==> src/rtl/fms_map.svh <==
// Purpose: register offsets, field positions, reset values and counts
// Assumes: 32-bit classic Wishbone, word-aligned registers
// Notes: included by the supervisor only
`ifndef FMS_MAP_SVH
`define FMS_MAP_SVH
// Register byte offsets
`define FMS_REG_CFG 8'h00
`define FMS_REG_EFREQ 8'h04
`define FMS_REG_NFREQ 8'h08
`define FMS_REG_RAMP 8'h0c
`define FMS_REG_RETRY 8'h10
`define FMS_REG_OUTSEL 8'h14
`define FMS_REG_CMD 8'h18
`define FMS_REG_STATUS 8'h1c
`define FMS_REG_FAULT 8'h20
`define FMS_REG_EFFECT 8'h24
// Field positions
`define FMS_CMD_RESET_BIT 0
`define FMS_CMD_INIT_BIT 1
`define FMS_ST_MODE_BIT 0
`define FMS_ST_EVID_BIT 1
`define FMS_ST_INHIBIT_BIT 2
`define FMS_ST_FAULT_BIT 3
`define FMS_ST_CODE_LSB 8
// Reset and limit values
`define FMS_EFREQ_DEFAULT 16'h1388
`define FMS_EFREQ_MAX 16'h9c40
`define FMS_RAMP_FIXED 16'h0064
`define FMS_ACC_DEFAULT 16'h0032
`define FMS_DEC_DEFAULT 16'h0032
`define FMS_RETRY_DLY_DEFAULT 16'h03e8
`define FMS_RETRY_CNT_DEFAULT 8'h00
`define FMS_SEL_FAULT 5'h11
`define FMS_SEL_FAN 5'h12
`define FMS_MO_SEL_DEFAULT 5'h0c
`define FMS_RELAY_SEL_DEFAULT 5'h11
`define FMS_METHOD_DEFAULT 2'h0
// Trip classes, one bit per trip source
`define FMS_TRIP_FAN 8
`define FMS_MASKED_SET 16'h01ff
`define FMS_RECOVER_SET 16'h1e00
`define FMS_FATAL_SET 16'he000
// Time base: retry delay counted in milliseconds
`define FMS_CLK_HZ 25000000
`define FMS_MS_PER_S 1000
`endif

==> src/rtl/fms_pkg.sv <==
// Purpose: shared types of the emergency-mode supervisor
// Assumes: nothing beyond the map header
// Notes: control methods and retry states
package fms_pkg;
    typedef enum logic [1:0] {
        FMS_VF = 2'h0,
        FMS_SLIP = 2'h1,
        FMS_PID = 2'h2,
        FMS_SENSORLESS = 2'h3
    } fms_method_type;

    typedef enum logic {
        FMS_RT_IDLE,
        FMS_RT_WAIT
    } fms_retry_type;
endpackage : fms_pkg

==> src/rtl/fms_supervisor.sv <==
// Purpose: emergency operation supervisor with Wishbone register file
// Assumes: one 25 MHz clock, trips and pins asynchronous to it
// Notes: only a power-on reset leaves emergency mode
`include "fms_map.svh"
`timescale 1ns/100ps
`default_nettype none
module fms_supervisor
    import fms_pkg::*;
#(
    parameter int MS_CYCLES = `FMS_CLK_HZ / `FMS_MS_PER_S,
    parameter int TRIPS = 16
) (
    input wire logic ref_clk,
    input wire logic rstn,
    // Wishbone classic slave
    input wire logic wb_cyc_i,
    input wire logic wb_stb_i,
    input wire logic wb_we_i,
    input wire logic [7:0] wb_adr_i,
    input wire logic [3:0] wb_sel_i,
    input wire logic [31:0] wb_dat_i,
    output logic [31:0] wb_dat_o,
    output logic wb_ack_o,
    // Pins from the outside world
    input wire logic emergency_in,
    input wire logic run_cmd_in,
    input wire logic [TRIPS-1:0] trip_in,
    // Toward the power stage and the terminals
    output logic run_enable,
    output logic [1:0] ctrl_method,
    output logic [15:0] freq_ref,
    output logic [15:0] acc_time,
    output logic [15:0] dec_time,
    output logic mf_output,
    output logic mf_relay
);
    // Lowest set bit index, used for the trip code
    function automatic logic [3:0] first_set(input logic [TRIPS-1:0] v);
        logic [3:0] idx;
        idx = 4'h0;
        for (int i = TRIPS - 1; i >= 0; i--) begin
            if (v[i]) begin
                idx = i[3:0];
            end
        end
        return idx;
    endfunction : first_set

    // Selected terminal function
    function automatic logic sel_out(input logic [4:0] sel, input logic flt,
                                     input logic fan);
        return (sel == `FMS_SEL_FAULT) ? flt : ((sel == `FMS_SEL_FAN) ? fan : 1'b0);
    endfunction : sel_out

    logic [1:0] emerg_sync_ff, run_sync_ff, method_ff, method_out_ff;
    logic [TRIPS-1:0] trip_meta_ff, trip_sync_ff, fault_ff, pre_ff;
    logic [3:0] code_ff;
    logic [15:0] efreq_ff, nfreq_ff, acc_ff, dec_ff, eref_ff, retry_dly_ff;
    logic [15:0] dly_cnt_ff, freq_out_ff, acc_out_ff, dec_out_ff;
    logic [7:0] retry_cnt_ff, retries_left_ff;
    logic [4:0] mo_sel_ff, relay_sel_ff;
    fms_retry_type rt_state_ff;
    logic [31:0] ms_cnt_ff, rdata_ff;
    logic mode_ff, evid_ff, ack_ff, run_ff, mo_ff, relay_ff;

    // Bus decode
    wire req = wb_cyc_i && wb_stb_i && !ack_ff;
    wire wr = req && wb_we_i;
    wire lo_en = wb_sel_i[0];
    wire hi_en = wb_sel_i[1];
    wire wr_cfg = wr && (wb_adr_i == `FMS_REG_CFG) && lo_en;
    wire wr_efreq = wr && (wb_adr_i == `FMS_REG_EFREQ);
    wire wr_nfreq = wr && (wb_adr_i == `FMS_REG_NFREQ);
    wire wr_ramp = wr && (wb_adr_i == `FMS_REG_RAMP);
    wire wr_retry = wr && (wb_adr_i == `FMS_REG_RETRY);
    wire wr_outsel = wr && (wb_adr_i == `FMS_REG_OUTSEL);
    wire wr_cmd = wr && (wb_adr_i == `FMS_REG_CMD) && lo_en;
    wire sw_reset = wr_cmd && wb_dat_i[`FMS_CMD_RESET_BIT];
    wire sw_init = wr_cmd && wb_dat_i[`FMS_CMD_INIT_BIT];

    // Setpoint clamped at the top of its range
    wire [15:0] efreq_in = (wb_dat_i[15:0] > `FMS_EFREQ_MAX) ? `FMS_EFREQ_MAX
                                                              : wb_dat_i[15:0];

    // Fault classification
    wire [TRIPS-1:0] new_trip = trip_sync_ff & ~fault_ff;
    wire entering = emerg_sync_ff[1] && !mode_ff;
    wire [TRIPS-1:0] recover_set = `FMS_RECOVER_SET;
    wire [TRIPS-1:0] fatal_set = `FMS_FATAL_SET;
    wire any_fault = |fault_ff;
    wire fatal_hit = |(fault_ff & fatal_set);
    wire recover_hit = |(fault_ff & recover_set);
    wire fan_fault = fault_ff[`FMS_TRIP_FAN];
    wire retry_allowed = mode_ff || (retries_left_ff != 8'h00);
    wire retry_done = (rt_state_ff == FMS_RT_WAIT) && (dly_cnt_ff >= retry_dly_ff)
                      && recover_hit;
    wire [TRIPS-1:0] retry_clr = retry_done ? recover_set : '0;
    // Pre-mode alarms stay latched; fatal ones too while in the mode
    wire [TRIPS-1:0] reset_mask = mode_ff ? ~(pre_ff | fatal_set) : '1;
    wire [TRIPS-1:0] sw_clr = sw_reset ? reset_mask : '0;
    wire [TRIPS-1:0] nxt_fault = (fault_ff & ~(sw_clr | retry_clr)) | trip_sync_ff;

    // Drive permission: masked trips never stop the mode
    wire nxt_run = mode_ff ? (!fatal_hit && !recover_hit)
                           : (run_sync_ff[1] && !any_fault);
    wire [1:0] nxt_method = mode_ff ? FMS_VF : method_ff;
    wire [15:0] nxt_freq = mode_ff ? eref_ff : nfreq_ff;
    wire [15:0] nxt_acc = mode_ff ? `FMS_RAMP_FIXED : acc_ff;
    wire [15:0] nxt_dec = mode_ff ? `FMS_RAMP_FIXED : dec_ff;

    // Read mux; unmapped offsets read zero
    wire [31:0] status_word = {16'h0000, 4'h0, code_ff, 4'h0, any_fault, fatal_hit,
                               evid_ff, mode_ff};
    wire [31:0] nxt_rdata =
        (wb_adr_i == `FMS_REG_CFG) ? {30'h0, method_ff} :
        (wb_adr_i == `FMS_REG_EFREQ) ? {16'h0, efreq_ff} :
        (wb_adr_i == `FMS_REG_NFREQ) ? {16'h0, nfreq_ff} :
        (wb_adr_i == `FMS_REG_RAMP) ? {dec_ff, acc_ff} :
        (wb_adr_i == `FMS_REG_RETRY) ? {8'h0, retry_cnt_ff, retry_dly_ff} :
        (wb_adr_i == `FMS_REG_OUTSEL) ? {19'h0, relay_sel_ff, 3'h0, mo_sel_ff} :
        (wb_adr_i == `FMS_REG_STATUS) ? status_word :
        (wb_adr_i == `FMS_REG_FAULT) ? {16'h0, fault_ff} :
        (wb_adr_i == `FMS_REG_EFFECT) ? {freq_out_ff, 14'h0, method_out_ff} :
        32'h0;

    // Two-flop synchronisers for every pin
    always_ff @(posedge ref_clk or negedge rstn) begin
        if (!rstn) begin
            emerg_sync_ff <= 2'h0;
            run_sync_ff <= 2'h0;
            trip_meta_ff <= '0;
            trip_sync_ff <= '0;
        end else begin
            emerg_sync_ff <= {emerg_sync_ff[0], emergency_in};
            run_sync_ff <= {run_sync_ff[0], run_cmd_in};
            trip_meta_ff <= trip_in;
            trip_sync_ff <= trip_meta_ff;
        end
    end

    // Mode latch; only the power-on reset clears it
    always_ff @(posedge ref_clk or negedge rstn) begin
        if (!rstn) begin
            mode_ff <= 1'b0;
            pre_ff <= '0;
        end else begin
            mode_ff <= mode_ff || emerg_sync_ff[1];
            if (entering) begin
                pre_ff <= fault_ff;
            end
        end
    end

    // Evidence flag: no software path clears it
    always_ff @(posedge ref_clk or negedge rstn) begin
        if (!rstn) begin
            evid_ff <= 1'b0;
        end else if (mode_ff && (|new_trip)) begin
            evid_ff <= 1'b1;
        end
    end

    // Fault latch with trip code; a new trip beats a clear
    always_ff @(posedge ref_clk or negedge rstn) begin
        if (!rstn) begin
            fault_ff <= '0;
            code_ff <= 4'h0;
        end else begin
            fault_ff <= nxt_fault;
            if (|new_trip) begin
                code_ff <= first_set(new_trip);
            end
        end
    end

    // Auto-retry delay in milliseconds; unlimited in the mode
    always_ff @(posedge ref_clk or negedge rstn) begin
        if (!rstn) begin
            rt_state_ff <= FMS_RT_IDLE;
            ms_cnt_ff <= 32'h0;
            dly_cnt_ff <= 16'h0;
            retries_left_ff <= `FMS_RETRY_CNT_DEFAULT;
        end else begin
            unique case (rt_state_ff)
                FMS_RT_IDLE: begin
                    ms_cnt_ff <= 32'h0;
                    dly_cnt_ff <= 16'h0;
                    if (recover_hit && retry_allowed && !fatal_hit) begin
                        rt_state_ff <= FMS_RT_WAIT;
                    end
                end
                FMS_RT_WAIT: begin
                    if (!recover_hit || retry_done) begin
                        rt_state_ff <= FMS_RT_IDLE;
                    end else if (ms_cnt_ff == 32'(MS_CYCLES - 1)) begin
                        ms_cnt_ff <= 32'h0;
                        dly_cnt_ff <= dly_cnt_ff + 16'h1;
                    end else begin
                        ms_cnt_ff <= ms_cnt_ff + 32'h1;
                    end
                end
            endcase
            if (sw_reset || sw_init) begin
                retries_left_ff <= retry_cnt_ff;
            end else if (retry_done && !mode_ff) begin
                retries_left_ff <= retries_left_ff - 8'h1;
            end
        end
    end

    // Setpoint held while running in the mode
    always_ff @(posedge ref_clk or negedge rstn) begin
        if (!rstn) begin
            eref_ff <= `FMS_EFREQ_DEFAULT;
        end else if (entering || (mode_ff && !run_ff)) begin
            eref_ff <= efreq_ff;
        end
    end

    // Configuration registers; initialization restores defaults
    always_ff @(posedge ref_clk or negedge rstn) begin
        if (!rstn) begin
            method_ff <= `FMS_METHOD_DEFAULT;
            efreq_ff <= `FMS_EFREQ_DEFAULT;
            nfreq_ff <= 16'h0;
            acc_ff <= `FMS_ACC_DEFAULT;
            dec_ff <= `FMS_DEC_DEFAULT;
            retry_dly_ff <= `FMS_RETRY_DLY_DEFAULT;
            retry_cnt_ff <= `FMS_RETRY_CNT_DEFAULT;
            mo_sel_ff <= `FMS_MO_SEL_DEFAULT;
            relay_sel_ff <= `FMS_RELAY_SEL_DEFAULT;
        end else if (sw_init) begin
            method_ff <= `FMS_METHOD_DEFAULT;
            efreq_ff <= `FMS_EFREQ_DEFAULT;
            nfreq_ff <= 16'h0;
            acc_ff <= `FMS_ACC_DEFAULT;
            dec_ff <= `FMS_DEC_DEFAULT;
            retry_dly_ff <= `FMS_RETRY_DLY_DEFAULT;
            retry_cnt_ff <= `FMS_RETRY_CNT_DEFAULT;
            mo_sel_ff <= `FMS_MO_SEL_DEFAULT;
            relay_sel_ff <= `FMS_RELAY_SEL_DEFAULT;
        end else begin
            if (wr_cfg) begin
                method_ff <= wb_dat_i[1:0];
            end
            if (wr_efreq && lo_en && hi_en) begin
                efreq_ff <= efreq_in;
            end
            if (wr_nfreq && lo_en && hi_en) begin
                nfreq_ff <= wb_dat_i[15:0];
            end
            if (wr_ramp && lo_en && hi_en) begin
                acc_ff <= wb_dat_i[15:0];
            end
            if (wr_ramp && wb_sel_i[2] && wb_sel_i[3]) begin
                dec_ff <= wb_dat_i[31:16];
            end
            if (wr_retry && lo_en && hi_en) begin
                retry_dly_ff <= wb_dat_i[15:0];
            end
            if (wr_retry && wb_sel_i[2]) begin
                retry_cnt_ff <= wb_dat_i[23:16];
            end
            if (wr_outsel && lo_en) begin
                mo_sel_ff <= wb_dat_i[4:0];
            end
            if (wr_outsel && hi_en) begin
                relay_sel_ff <= wb_dat_i[12:8];
            end
        end
    end

    // Registered outputs toward the power stage and terminals
    always_ff @(posedge ref_clk or negedge rstn) begin
        if (!rstn) begin
            run_ff <= 1'b0;
            method_out_ff <= `FMS_METHOD_DEFAULT;
            freq_out_ff <= 16'h0;
            acc_out_ff <= `FMS_ACC_DEFAULT;
            dec_out_ff <= `FMS_DEC_DEFAULT;
            mo_ff <= 1'b0;
            relay_ff <= 1'b0;
        end else begin
            run_ff <= nxt_run;
            method_out_ff <= nxt_method;
            freq_out_ff <= nxt_freq;
            acc_out_ff <= nxt_acc;
            dec_out_ff <= nxt_dec;
            mo_ff <= sel_out(mo_sel_ff, any_fault, fan_fault);
            relay_ff <= sel_out(relay_sel_ff, any_fault, fan_fault);
        end
    end

    // Bus answer one cycle after the request
    always_ff @(posedge ref_clk or negedge rstn) begin
        if (!rstn) begin
            ack_ff <= 1'b0;
            rdata_ff <= 32'h0;
        end else begin
            ack_ff <= req;
            rdata_ff <= req ? nxt_rdata : 32'h0;
        end
    end

    assign wb_ack_o = ack_ff;
    assign wb_dat_o = rdata_ff;
    assign run_enable = run_ff;
    assign ctrl_method = method_out_ff;
    assign freq_ref = freq_out_ff;
    assign acc_time = acc_out_ff;
    assign dec_time = dec_out_ff;
    assign mf_output = mo_ff;
    assign mf_relay = relay_ff;
endmodule : fms_supervisor
`default_nettype wire

==> config.mk <==
export PLATFORM = sky130hd
export DESIGN_NAME = fms_supervisor
export DESIGN_NICKNAME = d
export VERILOG_FILES = /design/src/rtl/fms_pkg.sv /design/src/rtl/fms_supervisor.sv
export VERILOG_INCLUDE_DIRS = /design/src /design/src/rtl
export SDC_FILE = /design/constraint.sdc
export NUM_CORES = 1
export LEC_CHECK = 0
export BUFFER_PORTS_ARGS = -buffer_cell sky130_fd_sc_hd__buf_4
export CORE_MARGIN = 2
export CORE_UTILIZATION = 30
export DETAILED_ROUTE_END_ITERATION = 12
export PLACE_DENSITY = 0.53
export SLEW_MARGIN = 15
export SYNTH_ARGS = -nofsm -noshare
export SYNTH_HDL_FRONTEND = slang
export SYNTH_SLANG_ARGS = --single-unit
export TNS_END_PERCENT = 10
==> constraint.sdc <==
create_clock -name ref_clk -period 6.5 [get_ports ref_clk]
set_input_delay 0.325 -clock ref_clk [delete_from_list [all_inputs] [get_ports ref_clk]]
set_output_delay 0.325 -clock ref_clk [all_outputs]
set_load 0.05 [all_outputs]
**Yosys cells after proc, flatten, opt, wreduce, memory -nomap -nowiden**

Cells that the tools add are included.

- Register bits: 330
- Logic and storage cells: 194
- Output and inout port bits: 86

- Reductions and logical operators: 65
- $add $sub $neg: 3
- Order comparisons: 2
- Equal/unequal tests: 16
- Mux-type cells: 68
- Bitwise logic cells: 8

Operators by type and width:

| cell | number |
|---|---|
| $mux 32 | 12 |
| $mux 16 | 18 |
| $mux 4 | 16 |
| $pmux 32 s2 | 1 |
| $not 16->16 | 3 |
| $logic_and 1x1->1 | 37 |
| $add 32x1->32 const B | 1 |
| $and 16x16->16 | 2 |
| $eq 32x15->1 const B | 1 |
| $eq 8x5->1 const B | 4 |
| $mux 8 | 4 |
| $pmux 16 s2 | 1 |
| $reduce_or 16->1 | 2 |
| $eq 5x5->1 const B | 4 |
| $mux 5 | 4 |
| $reduce_bool 2->1 | 10 |
| $add 16x1->16 const B | 1 |
| $eq 8x4->1 const B | 2 |
| $eq 8x6->1 const B | 2 |
| $ge 16x16->1 | 1 |
| $gt 16x16->1 const B | 1 |
| $or 16x13->16 | 1 |
| $or 16x16->16 | 1 |
| $mux 13 | 1 |
| other kinds (15) | 32 |

**Longest topological paths before layout**

Gate-level depths: netlist of the first run.

- Word-level depth: 18
- Depth in mapped cells: 10
- Depth with buffers taken out: 8

**Worst setup path before layout of the first run**

No wires, ideal clock.

- Path type: reg2reg
- Start: register retry_dly_ff[5]
- End: register dly_cnt_ff[7]
- Data required time: 6.422 ns
- Path buffers: 1
- Arrival time: 2.421 ns
- Path slack: 4.001 ns
- Cell stages (with the launch flop): 9
- Cell sequence: dfstp_2 -> inv_1 -> ha_1 -> a22o_1 -> o41ai_2 -> a21oi_1 -> clkbuf_1 -> or4_1 -> a21oi_1

- Word-level cells in the longest chain between the ends: 6

Ends and longest elaborated chain:

| element | RTL line | source |
|---|---|---|
| from (decl) | fms_supervisor.sv:58 | `logic [15:0] efreq_ff, nfreq_ff, acc_ff, dec_ff, eref_ff, retry_dly_ff;` |
| from (signal assigned) | fms_supervisor.sv:228 | `` retry_dly_ff <= `FMS_RETRY_DLY_DEFAULT; `` |
| from (signal assigned) | fms_supervisor.sv:238 | `` retry_dly_ff <= `FMS_RETRY_DLY_DEFAULT; `` |
| from (signal assigned) | fms_supervisor.sv:259 | `retry_dly_ff <= wb_dat_i[15:0];` |
| $ge 16x16->1 | fms_supervisor.sv:95 | `wire retry_done = (rt_state_ff == FMS_RT_WAIT) && (dly_cnt_ff >= retry_dly_ff)` |
| $logic_and 1x1->1 | fms_supervisor.sv:95 |  |
| $logic_and 1x1->1 | fms_supervisor.sv:96 | `&& recover_hit;` |
| $logic_or 1x1->1 | fms_supervisor.sv:193 | `if (!recover_hit \|\| retry_done) begin` |
| $ne 2x2->1 (no source line) | n/a |  |
| $reduce_and 2->1 (no source line) | n/a |  |
| to (signal assigned) | fms_supervisor.sv:197 | `dly_cnt_ff <= dly_cnt_ff + 16'h1;` |
| to (decl) | fms_supervisor.sv:59 | `logic [15:0] dly_cnt_ff, freq_out_ff, acc_out_ff, dec_out_ff;` |

No other way between the ends.
A chain may end at the register's enable or synchronous reset.

**Final worst setup path of the first run**

- Start: register retry_dly_ff[5]
- End: register ms_cnt_ff[28]

- Word-level cells in the longest chain between the ends: 5

Ends and longest elaborated chain:

| element | RTL line | source |
|---|---|---|
| $ge 16x16->1 | fms_supervisor.sv:95 |  |
| $logic_and 1x1->1 | fms_supervisor.sv:95 |  |
| $logic_and 1x1->1 | fms_supervisor.sv:96 |  |
| $logic_or 1x1->1 | fms_supervisor.sv:193 |  |
| $ne 2x2->1 (no source line) | n/a |  |
| to (signal assigned) | fms_supervisor.sv:199 | `ms_cnt_ff <= ms_cnt_ff + 32'h1;` |
| to (decl) | fms_supervisor.sv:63 | `logic [31:0] ms_cnt_ff, rdata_ff;` |

No other way between the ends.

==> summary.md, run 1 <==
| Metric | Value |
|---|---|
| Initial antenna violation count | 1 |
| Pwr dens | ~240 nW/um2 |
| Final period utilization | 0.509 |
| CP max FO | 19 |
| Total congestion overflow | 0 |
| WS Path Type | reg2reg |
| Post-synthesis instance total | around 1400 |
| Final WL | about 46000 um |
| Slew HR | 0.206 |
| Top_reg_cell synth | dfrtp_1 |
| R2R setup slack | about 3.2 ns |
| All-layer global routing usage | 0.180 |
| Worst r2r src | retry_dly_ff[5]$_DFFE_PN1P_ |
| Critical Path RT | 6.96 ns |
| Placer Congestion | between 0.8 and 0.9 |
| Compound-gate portion of the synthesized area | 0.155 |
| Post-CTS Resized | 0 |
| Vias in the first global route | approximately 12000 |
| Starting Density | 0.305 |
| Clock slew at reported path FFs | roughly 0.06 ns |
| Main combinational cell family by area after synthesis | simple AND/OR/NAND/NOR gates |
| Mapped cell area | about 15000 um2 |
| Post-DR vias/cell | about 5.2 |
| R2r endpoint | ms_cnt_ff[28]$_DFFE_PN0P_ |
| Leak | 7.97 nW |
| Setup_tns | 0 ns |
| CP Launch Type | flip-flop |
| Root buffer cell | clkbuf_16 |
| Mean post-synth cell area | roughly 11 um2 |
| Wire per inst | ~20 um |
| P&R area growth vs syn | 23.0% |
| Post-synthesis simple-gate area fraction | 0.178 |
| Worst Path Arrival | roughly 3.8 ns |
| Post-synthesis sequential area ratio | 0.554 |
| Worst Hold End | retry_cnt_ff[4]$_DFFE_PN0P_ |
| Global-route wire length before repair | just over 70000 um |
| # nets final | between 1500 and 2000 |
| Commonest non-fill, non-tap cell in the layout | dfrtp_1 |
| Largest net degree at the start of global routing | approximately 140 |
| Ant. Diodes | 0 |
| #FFs+latches synth | 330 |
| Final setup fails | 0 |
| Minimum clock period | roughly 3.3 ns |
| Post-synthesis adder-cell area fraction | 0.0159 |
| Die W | between 200 and 250 um |
| DRC Markers | 0 |
| Status | complete, no violations |
| R2R depth | 7 |
| DR iter-0 viols | between 1000 and 1500 |
| Core Region | 49200 um2 |
| Synth warn | 0 |
| Most frequent cells in the layout | dfrtp_1 (297), nand2_1 (178), buf_4 (171) |
| Final worst slack | approximately 3.2 ns |
| Max cap viols | 0 |
| CTS buffer count | 39 |
| Dpl hpwl | 31100 um |
| Fin. Hold Viols | 0 |
| H-tree depth | 2 |
| Worst Tran Pin Value | approximately 1.2 ns |
| Skew final | about 0.019 ns |
| Fin util | 0.375 |
| Routed Antenna Nets | 0 |
| Die H | roughly 230 um |
| RSZ-0062 raised after global routing | no |
| Clock Latency Late Sink | 0.56 ns |
| Fmax achieved | 302 MHz |
| TritonCTS Sinks | 330 |
| Max IR drop VDD | about 0.14 mV |
| Die area | around 52000 um2 |
| Count of different cell masters after synthesis | 70 |
| CTS tree | done |
| CTS max path bufs | 3 |
| Final Max Tran Viols | 0 |
| WHS | between 0.015 and 0.02 ns |
| Setup WS pre-CTS | ~3.2 ns |
| PortBufs | approximately 150 |
| XOR/XNOR Fraction of Synth Area | 0 |
| Vias post-DR | ~12000 |
| Hold path start | wb_dat_i[20] |
| Hold depth | 3 |
| Detailed Routing Iterations Pass 1 | 5 |
| Multiplexer share of the synthesized area | 0.0652 |
| Worst setup EP type | flip-flop |
| CP startpoint | retry_dly_ff[5]$_DFFE_PN1P_ |
| Hold Crit Class | in2reg |
| Async S/R FF share, synth | 1.00 |
| Post-synth EDFFs | 0 |
| Synthesized Nets | between 1500 and 2000 |
| Rows | 81 |
| Layout cells sized above 1 | 0.219 |
| Filler instances | approximately 4800 |
| Boundary Pins | 153 |
worst max-delay path by stage:
| stage | cells past startpoint | slack [ns] | to |
|---|---|---|---|
| 2_1_floorplan | 8 | 4.00 | dly_cnt_ff[7]$_DFFE_PN0P_ |
| 3_3_place_gp | 8 | 3.29 | ms_cnt_ff[28]$_DFFE_PN0P_ |
| 3_5_place_dp | 7 | 3.21 | ms_cnt_ff[28]$_DFFE_PN0P_ |
| 4_1_cts | 8 | 3.17 | ms_cnt_ff[28]$_DFFE_PN0P_ |
| 5_1_grt | 7 | 2.84 | ms_cnt_ff[24]$_DFFE_PN0P_ |
| 6_report | 7 | 3.19 | ms_cnt_ff[28]$_DFFE_PN0P_ |
logic make-up (layout without fill, tap and decap cells):
kind of cell | Yosys count | after routing
simple gates | 520 | 520
mux | 92 | 92
buf+inv | 119 | 313
fa+ha+maj | 19 | 19
flops | 330 | 330
compound gates | 339 | 339
where the power goes:
group	switching [mW]	leakage (nW)	total [mW]	internal [mW]
Clock	0.890	0.650	2.20	1.31
Combinational	0.114	3.08	0.186	0.0720
Sequential	0.0197	4.24	2.11	2.09
Total	1.02	7.97	4.50	3.47
layout make-up:
| type | count | area (um2) | share of cell area |
|---|---|---|---|
| timing repair buffer | 206 | 1650 | 0.0895 |
| tap | 664 | 831 | 0.0451 |
| clock buffer | 60 | 1200 | 0.0649 |
| inverter | 35 | 131 | 0.00713 |
| multi-input combinational | 970 | 6220 | 0.337 |
| sequential | 330 | 8300 | 0.450 |
| clock inverter | 12 | 104 | 0.00564 |
state kept, by name, indices dropped and copies added (netlist names), 4 cells and up:
signal           count
acc_ff              16
acc_time            16
code_ff              4
dec_ff              16
dec_time            16
dly_cnt_ff          16
efreq_ff            16
eref_ff             16
fault_ff            16
freq_ref            16
mo_sel_ff            5
ms_cnt_ff           32
nfreq_ff            16
pre_ff              13
relay_sel_ff         5
retries_left_ff      8
retry_cnt_ff         8
retry_dly_ff        16
trip_meta_ff        16
trip_sync_ff        16
wb_dat_o            32
what timing repair did:
item,in CTS,in global routing
hold buffers,33,0
setup buffers,0,0
endpoints found under the hold margin,147,0
endpoints found under the setup margin,0,0
layer usage:
layer  global-route usage  routed length (um)  vias to the layer above
li1                     -                   -                     5490
met1                0.246               20600                     5964
met2                0.291               21500                      393
met3               0.0316                2660                       68
met4               0.0563                1110                        0
met5                    0                   0                        -
synth_stat cells, types with 7 or more instances:
cell / instances / area (um2)
dfstp_2: 32 / 841
nor4_1: 10 / 62.6
nand2b_1: 7 / 43.8
a21oi_1: 88 / 440
o21ai_0: 39 / 195
a22o_1: 13 / 114
and3_1: 15 / 93.8
mux2i_1: 48 / 480
buf_2: 17 / 85.1
or2_2: 12 / 75.1
o211ai_1: 13 / 97.6
ha_1: 19 / 238
a21o_1: 27 / 203
dfrtp_1: 298 / 7460
a211o_1: 17 / 149
nand3_1: 45 / 225
nor2b_1: 48 / 300
nor2_1: 92 / 345
nor3_1: 17 / 85.1
or4_1: 29 / 218
clkbuf_1: 59 / 221
inv_1: 35 / 131
a31oi_1: 30 / 188
nand2_1: 178 / 668
o31ai_1: 27 / 203
nand4_1: 20 / 125
a222oi_1: 16 / 160
a22oi_1: 24 / 180
mux2_2: 44 / 495
stage by stage:
stage / area (um2) / power (mW) / std cells
2_1_floorplan: 15000 / 2.20 / 1419
3_3_place_gp: 16800 / 2.32 / 2172
3_5_place_dp: 16800 / 2.32 / 2172
4_1_cts: 18400 / 4.56 / 2277
5_1_grt: 18400 / 4.67 / 2277
6_report: 18400 / 4.50 / 2277
worst max-delay path: stages (launching register included):
cell	delay [ns]
dfstp_2	0.53
inv_1	0.05
ha_1	0.30
a22o_1	0.24
o41ai_2	0.51
nand3_1	0.77
a311oi_1	0.54
mux2i_1	0.25
No activity file was read; power rests on OpenSTA's default activity.
==> run 2: changes to the inputs <==
==> constraint.sdc (replaced) <==
create_clock -name ref_clk -period 3.1 [get_ports ref_clk]
set_input_delay 0.155 -clock ref_clk [delete_from_list [all_inputs] [get_ports ref_clk]]
set_output_delay 0.155 -clock ref_clk [all_outputs]
set_load 0.05 [all_outputs]
==> run 2 against run 1 <==
Effect of this change: routed wire length increased by 0.55%; flip-flop and latch count is the same; die area unchanged; cell count grew 1.9%; sequential power grew 110%; core utilization up 0.94 points; clock power rose by 110%; via count is 2.1% higher; critical endpoint is now dly_cnt_ff[9]$_DFFE_PN0P_; first-iteration DRC count down 1.0%; non-clock buffer count grew 49; worst hold slack gained 0.096 ns; critical path type unchanged.
==> summary.md, run 2 (synthesized netlist as in run 1, its figures left out) <==
| Metric | Value |
|---|---|
| Boundary Pins | 153 (unchanged) |
| Post-CTS Resized | 0 (unchanged) |
| Post-DR vias/cell | 5.24 (+0.21%) |
| Largest net degree at the start of global routing | 97 (-31%) |
| Vias in the first global route | 12300 (+3.2%) |
| Rows | 81 (unchanged) |
| Most frequent cells in the layout | dfrtp_1 (297), buf_4 (195), nand2_1 (178) |
| Max IR drop VDD | 0.335 mV (+140%) |
| Setup WS pre-CTS | 0.310 ns (-2.90 ns) |
| Die area | 51700 um2 (unchanged) |
| Worst Tran Pin Value | 0.896 ns (-0.287 ns) |
| Leak | 8.19 nW (+2.8%) |
| Dpl hpwl | 32100 um (+3.1%) |
| Pwr Total | 9.48 mW (+110%) |
| Final Non-Filler Cells | 2320 (+1.9%) |
| Detailed Routing Iterations Pass 1 | 7 (+2) |
| Max cap viols | 0 (unchanged) |
| Final Max Tran Viols | 0 (unchanged) |
| Register area | 8300 um2 (unchanged) |
| Final worst slack | 0.308 ns (-2.88 ns) |
| Filler instances | 4825 (+0.19%) |
| Fin. Hold Viols | 0 (unchanged) |
| Starting Density | 0.305 (unchanged) |
| Initial antenna violation count | 0 (-1) |
| Skew final | 0.0103 ns (-0.00838 ns) |
| Area of the multi-input gates | 6220 um2 (unchanged) |
| Slew HR | 0.401 (+0.195) |
| Pwr dens | 502 nW/um2 (+110%) |
| Routed Antenna Nets | 0 (unchanged) |
| R2R setup slack | 0.31 ns (-2.88 ns) |
| Final WL | 46200 um (+0.55%) |
| Worst Path Arrival | 3.26 ns (-0.51 ns) |
| R2r endpoint | dly_cnt_ff[9]$_DFFE_PN0P_ |
| CP Launch Type | flip-flop |
| CP startpoint | retry_dly_ff[13]$_DFFE_PN0P_ |
| Minimum clock period | 2.79 ns (-0.516 ns) |
| WS Path Type | reg2reg |
| PortBufs | 152 (unchanged) |
| Commonest non-fill, non-tap cell in the layout | dfrtp_1 |
| Clock Latency Late Sink | 0.55 ns (about the same) |
| Fmax achieved | 358 MHz (+18%) |
| Hold Crit Class | in2reg |
| TritonCTS Sinks | 330 (unchanged) |
| Worst r2r src | retry_dly_ff[13]$_DFFE_PN0P_ |
| P&R area growth vs syn | 26.1% |
| RSZ-0062 raised after global routing | no |
| H-tree depth | 2 (unchanged) |
| CTS max path bufs | 3 (unchanged) |
| Placed Instances | 2201 (+1.3%) |
| Placer Congestion | 0.857 (-2.6%) |
| All-layer global routing usage | 0.181 (+0.000556) |
| WHS | 0.112 ns (+0.0962 ns) |
| Die H | 227 um (unchanged) |
| CP max FO | 63 (+44) |
| CTS buffer count | 38 (-2.6%) |
| Total congestion overflow | 0 (unchanged) |
| Root buffer cell | clkbuf_16 |
| Die W | 227 um (unchanged) |
| Wire per inst | 19.9 um (-1.3%) |
| Setup Fix Bufs, Post-CTS | 0 (unchanged) |
| Final period utilization | 0.901 (+0.392) |
| Hold buffer count at CTS | 53 (+61%) |
| Clock slew at reported path FFs | 0.06 ns (about the same) |
| Worst setup EP type | flip-flop |
| Final setup fails | 0 (unchanged) |
| Setup_tns | 0 ns (unchanged) |
| Global-route wire length before repair | 72300 um (+1.1%) |
| Critical Path RT | 3.56 ns (-3.40 ns) |
| Status | complete, no violations |
| DR iter-0 viols | 1063 (-1.0%) |
| DRC Markers | 0 (unchanged) |
| CTS tree | done |
| Layout cells sized above 1 | 0.226 (+0.00760) |
| R2R depth | 9 (+2) |
| Ant. Diodes | 0 (unchanged) |
| Core Region | 49200 um2 (unchanged) |
| # nets final | 1716 (+2.9%) |
| Vias post-DR | 12200 (+2.1%) |
| Critical Path End | dly_cnt_ff[9]$_DFFE_PN0P_ |
## run 2: how the worst min path moves through the flow
stage	end	slack, ns	start	cells after the start
final	dec_ff[4]$_DFFE_PN1P_	0.11	wb_sel_i[2]	5
after global routing	dec_ff[1]$_DFFE_PN1P_	0.15	wb_sel_i[2]	5
after CTS	dec_ff[5]$_DFFE_PN1P_	0.09	wb_sel_i[2]	5
after detailed placement	wb_dat_o[10]$_DFF_PN0_	0.15	rstn	1
after global placement	wb_dat_o[10]$_DFF_PN0_	0.15	rstn	1
after floorplan	acc_ff[0]$_DFFE_PN0P_	-0.14	rstn	0
## run 2: routing by layer
| metal | part of all wire | GRT usage |
|---|---|---|
| met5 | 0 | 0 |
| met1 | 0.43 | 0.244 |
| met2 | 0.47 | 0.290 |
| met4 | 0.032 | 0.0692 |
| met3 | 0.067 | 0.0316 |
## run 2: layout make-up
cell class	count	share of cell area
clock buffer	54	0.0578
clock inverter	12	0.0101
inverter	35	0.00696
multi-input combinational	970	0.329
sequential	330	0.439
tap	664	0.0440
timing repair buffer	255	0.113
## run 2: power by group
group | total [mW] | leakage (nW) | internal (mW) | switching, mW
Sequential | 4.42 | 4.24 | 4.38 | 0.0402
Clock | 4.64 | 0.629 | 2.80 | 1.84
Combinational | 0.423 | 3.32 | 0.177 | 0.246
## run 2: worst max-delay path: stages (launching register included)
cell and delay (ns):
dfrtp_1 0.37, inv_1 0.05, ha_1 0.30, a211oi_1 0.30
o21bai_1 0.15, nor3_1 0.47, a21oi_4 0.12, buf_12 0.22
or4_1 0.53, a21oi_1 0.19
## run 2: stage by stage
stage | util | cell area (um2)
floorplan | - | 15000
global placement | 0.347 | 17100
detailed placement | 0.347 | 17100
CTS | 0.384 | 18900
global route | 0.384 | 18900
finish | 0.384 | 18900
==> run 3: changes to the inputs <==
==> constraint.sdc (replaced) <==
create_clock -name ref_clk -period 3.45 [get_ports ref_clk]
set_input_delay 0.1725 -clock ref_clk [delete_from_list [all_inputs] [get_ports ref_clk]]
set_output_delay 0.1725 -clock ref_clk [all_outputs]
set_load 0.05 [all_outputs]
==> run 3 against run 2 <==
Effect of this change: die area is the same; worst setup slack gained 0.11 ns; critical endpoint is now ms_cnt_ff[4]$_DFFE_PN0P_; cell area shrank 0.52%; largest power group is now sequential cells.
==> summary.md, run 3 (synthesized netlist as in run 1, its figures left out) <==
| Metric | Value |
|---|---|
| Status | complete, no violations |
| Wire per inst | 19.8 um (-0.51%) |
| Max cap viols | 0 (unchanged) |
| Fin. Hold Viols | 0 (unchanged) |
| CP Launch Type | flip-flop |
| CTS tree | done |
| TritonCTS Sinks | 330 (unchanged) |
| Initial antenna violation count | 2 (+2) |
| Final period utilization | 0.878 (-0.0227) |
| Placer Congestion | 0.862 (+0.56%) |
| CP top delay family | compound AO/OA/AOI/OAI gates |
| Vias in the first global route | 12500 (+1.8%) |
| Max IR drop VDD | 0.289 mV (-14%) |
| Slowest stage delay, CP | 0.57 ns (+0.04 ns) |
| Layout cells sized above 1 | 0.225 (-0.00140) |
| Final WL | 45900 um (-0.59%) |
| WP buf/inv | 2 (unchanged) |
| DR iter-0 viols | 977 (-8.1%) |
| DRC Markers | 0 (unchanged) |
| Setup WS pre-CTS | 0.463 ns (+0.153 ns) |
| Clock slew at reported path FFs | 0.06 ns (about the same) |
| Final worst slack | 0.421 ns (+0.113 ns) |
| WS Path Type | reg2reg |
| Hold Crit Class | in2reg |
| Root buffer cell | clkbuf_16 |
| H-tree depth | 2 (unchanged) |
| Most frequent cells in the layout | dfrtp_1 (297), buf_4 (190), nand2_1 (178) |
| Filler instances | 4843 (+0.37%) |
| Starting Density | 0.305 (unchanged) |
| CP max FO | 44 (-30%) |
| Post-DR vias/cell | 5.22 (-0.41%) |
| Final Non-Filler Cells | 2318 (-0.086%) |
| P&R area growth vs syn | 25.4% |
| Clock Latency Late Sink | 0.56 ns (about the same) |
| Worst Tran Pin Value | 0.804 ns (-0.0920 ns) |
| Rows | 81 (unchanged) |
| Core Region | 49200 um2 (unchanged) |
| Placed Instances | 2196 (-0.23%) |
| Critical path, cell by cell | inv_1 -> ha_1 -> o211ai_1 -> a21oi_1 -> o41ai_2 -> a21oi_4 -> buf_12 -> o21ai_0 -> a21oi_1 |
| Pwr Total | 8.31 mW (-12%) |
| All-layer global routing usage | 0.180 (-0.000403) |
| Total congestion overflow | 0 (unchanged) |
| Most common cell on crit path | a21oi_1 |
| CTS buffer count | 37 (-2.6%) |
| Crit path max-delay cell type | o21ai_0 |
| Pwr dens | 442 nW/um2 (-12%) |
| Global-route wire length before repair | 72100 um (-0.35%) |
| Fin util | 0.382 (-0.00201) |
| Vias post-DR | 12100 (-0.49%) |
| Worst setup EP type | flip-flop |
| Die H | 227 um (unchanged) |
| Leak | 8.14 nW (-0.62%) |
| Fmax achieved | 330 MHz (-7.8%) |
| Commonest non-fill, non-tap cell in the layout | dfrtp_1 |
| Detailed Routing Iterations Pass 1 | 5 (-2) |
| Critical Path RT | 3.84 ns (+0.28 ns) |
| Setup_tns | 0 ns (unchanged) |
| Routed Antenna Nets | 0 (unchanged) |
| Largest net degree at the start of global routing | 95 (-2.1%) |
| Worst Path Arrival | 3.42 ns (+0.16 ns) |
| # nets final | 1710 (-0.35%) |
| Final Max Tran Viols | 0 (unchanged) |
| Skew final | 0.0276 ns (+0.0173 ns) |
| Die area | 51700 um2 (unchanged) |
| Slew HR | 0.464 (+0.0628) |
| Minimum clock period | 3.03 ns (+0.237 ns) |
| Boundary Pins | 153 (unchanged) |
| RSZ-0062 raised after global routing | no |
| Die W | 227 um (unchanged) |
| Dpl hpwl | 32100 um (+0.11%) |
| CTS max path bufs | 3 (unchanged) |
| Final setup fails | 0 (unchanged) |
| PortBufs | 152 (unchanged) |
run 3: path summary, 6_finish.rpt:
path	depth (start not counted)	start	end	slack, ns
setup reg to reg	9	retry_dly_ff[3]$_DFFE_PN1P_	ms_cnt_ff[4]$_DFFE_PN0P_	0.42
hold reg to reg	0	trip_meta_ff[6]$_DFF_PN0_	trip_sync_ff[6]$_DFF_PN0_	0.35
setup / recovery	9	retry_dly_ff[3]$_DFFE_PN1P_	ms_cnt_ff[4]$_DFFE_PN0P_	0.42
max in group asynchronous	3	rstn	dec_ff[4]$_DFFE_PN1P_	2.13
min in group asynchronous	2	rstn	acc_time[9]$_DFF_PN0_	0.26
hold / removal	5	wb_adr_i[4]	wb_dat_o[1]$_DFF_PN0_	0.11
run 3: through the flow:
stage	hold WS (ns)	area (um2)
after CTS	0.0833	18800
after detailed placement	0.271	17000
after global placement	0.265	17000
after global routing	0.134	18800
after floorplan	-0.123	15000
final	0.115	18800
run 3: area by class of cell:
cell class                      instances  area (um2)  share of cell area
Timing Repair Buffer                  250        2090               0.111
Clock inverter                         14         149             0.00792
Inverter                               35         131             0.00699
Sequential cell                       330        8300               0.442
Multi-Input combinational cell        970        6220               0.331
Tap cell                              664         831              0.0442
Antenna cell                            1        2.50            0.000133
Clock buffer                           54        1070              0.0569
run 3: worst min-delay path: stages:
cell and delay [ns]:
buf_4 0.12, nor4_2 0.05, buf_4 0.16, nand2_1 0.06, a21oi_1 0.06
run 3: power by group:
| group | switching, mW | total [mW] | internal (mW) | leakage (nW) |
|---|---|---|---|---|
| clock | 1.64 | 3.95 | 2.32 | 0.602 |
| combinational | 0.221 | 0.381 | 0.159 | 3.30 |
| sequential | 0.0377 | 3.98 | 3.94 | 4.24 |
| total | 1.89 | 8.31 | 6.42 | 8.14 |
run 3: layer usage:
metal  track usage  routed length [um]  up-vias
met5             0                   8        -
li1              -                   -     5575
met1         0.232               19800     6042
met3        0.0376                2830       93
met4        0.0795                1890        2
met2         0.293               21400      393
run 3: what timing repair did:
| action | 4_1_cts | 5_1_grt |
|---|---|---|
| buffers inserted | 0 | 0 |
| hold buffers | 53 | 0 |
| resized for setup | 0 | 0 |
| hold endpoints to repair | 194 | 0 |
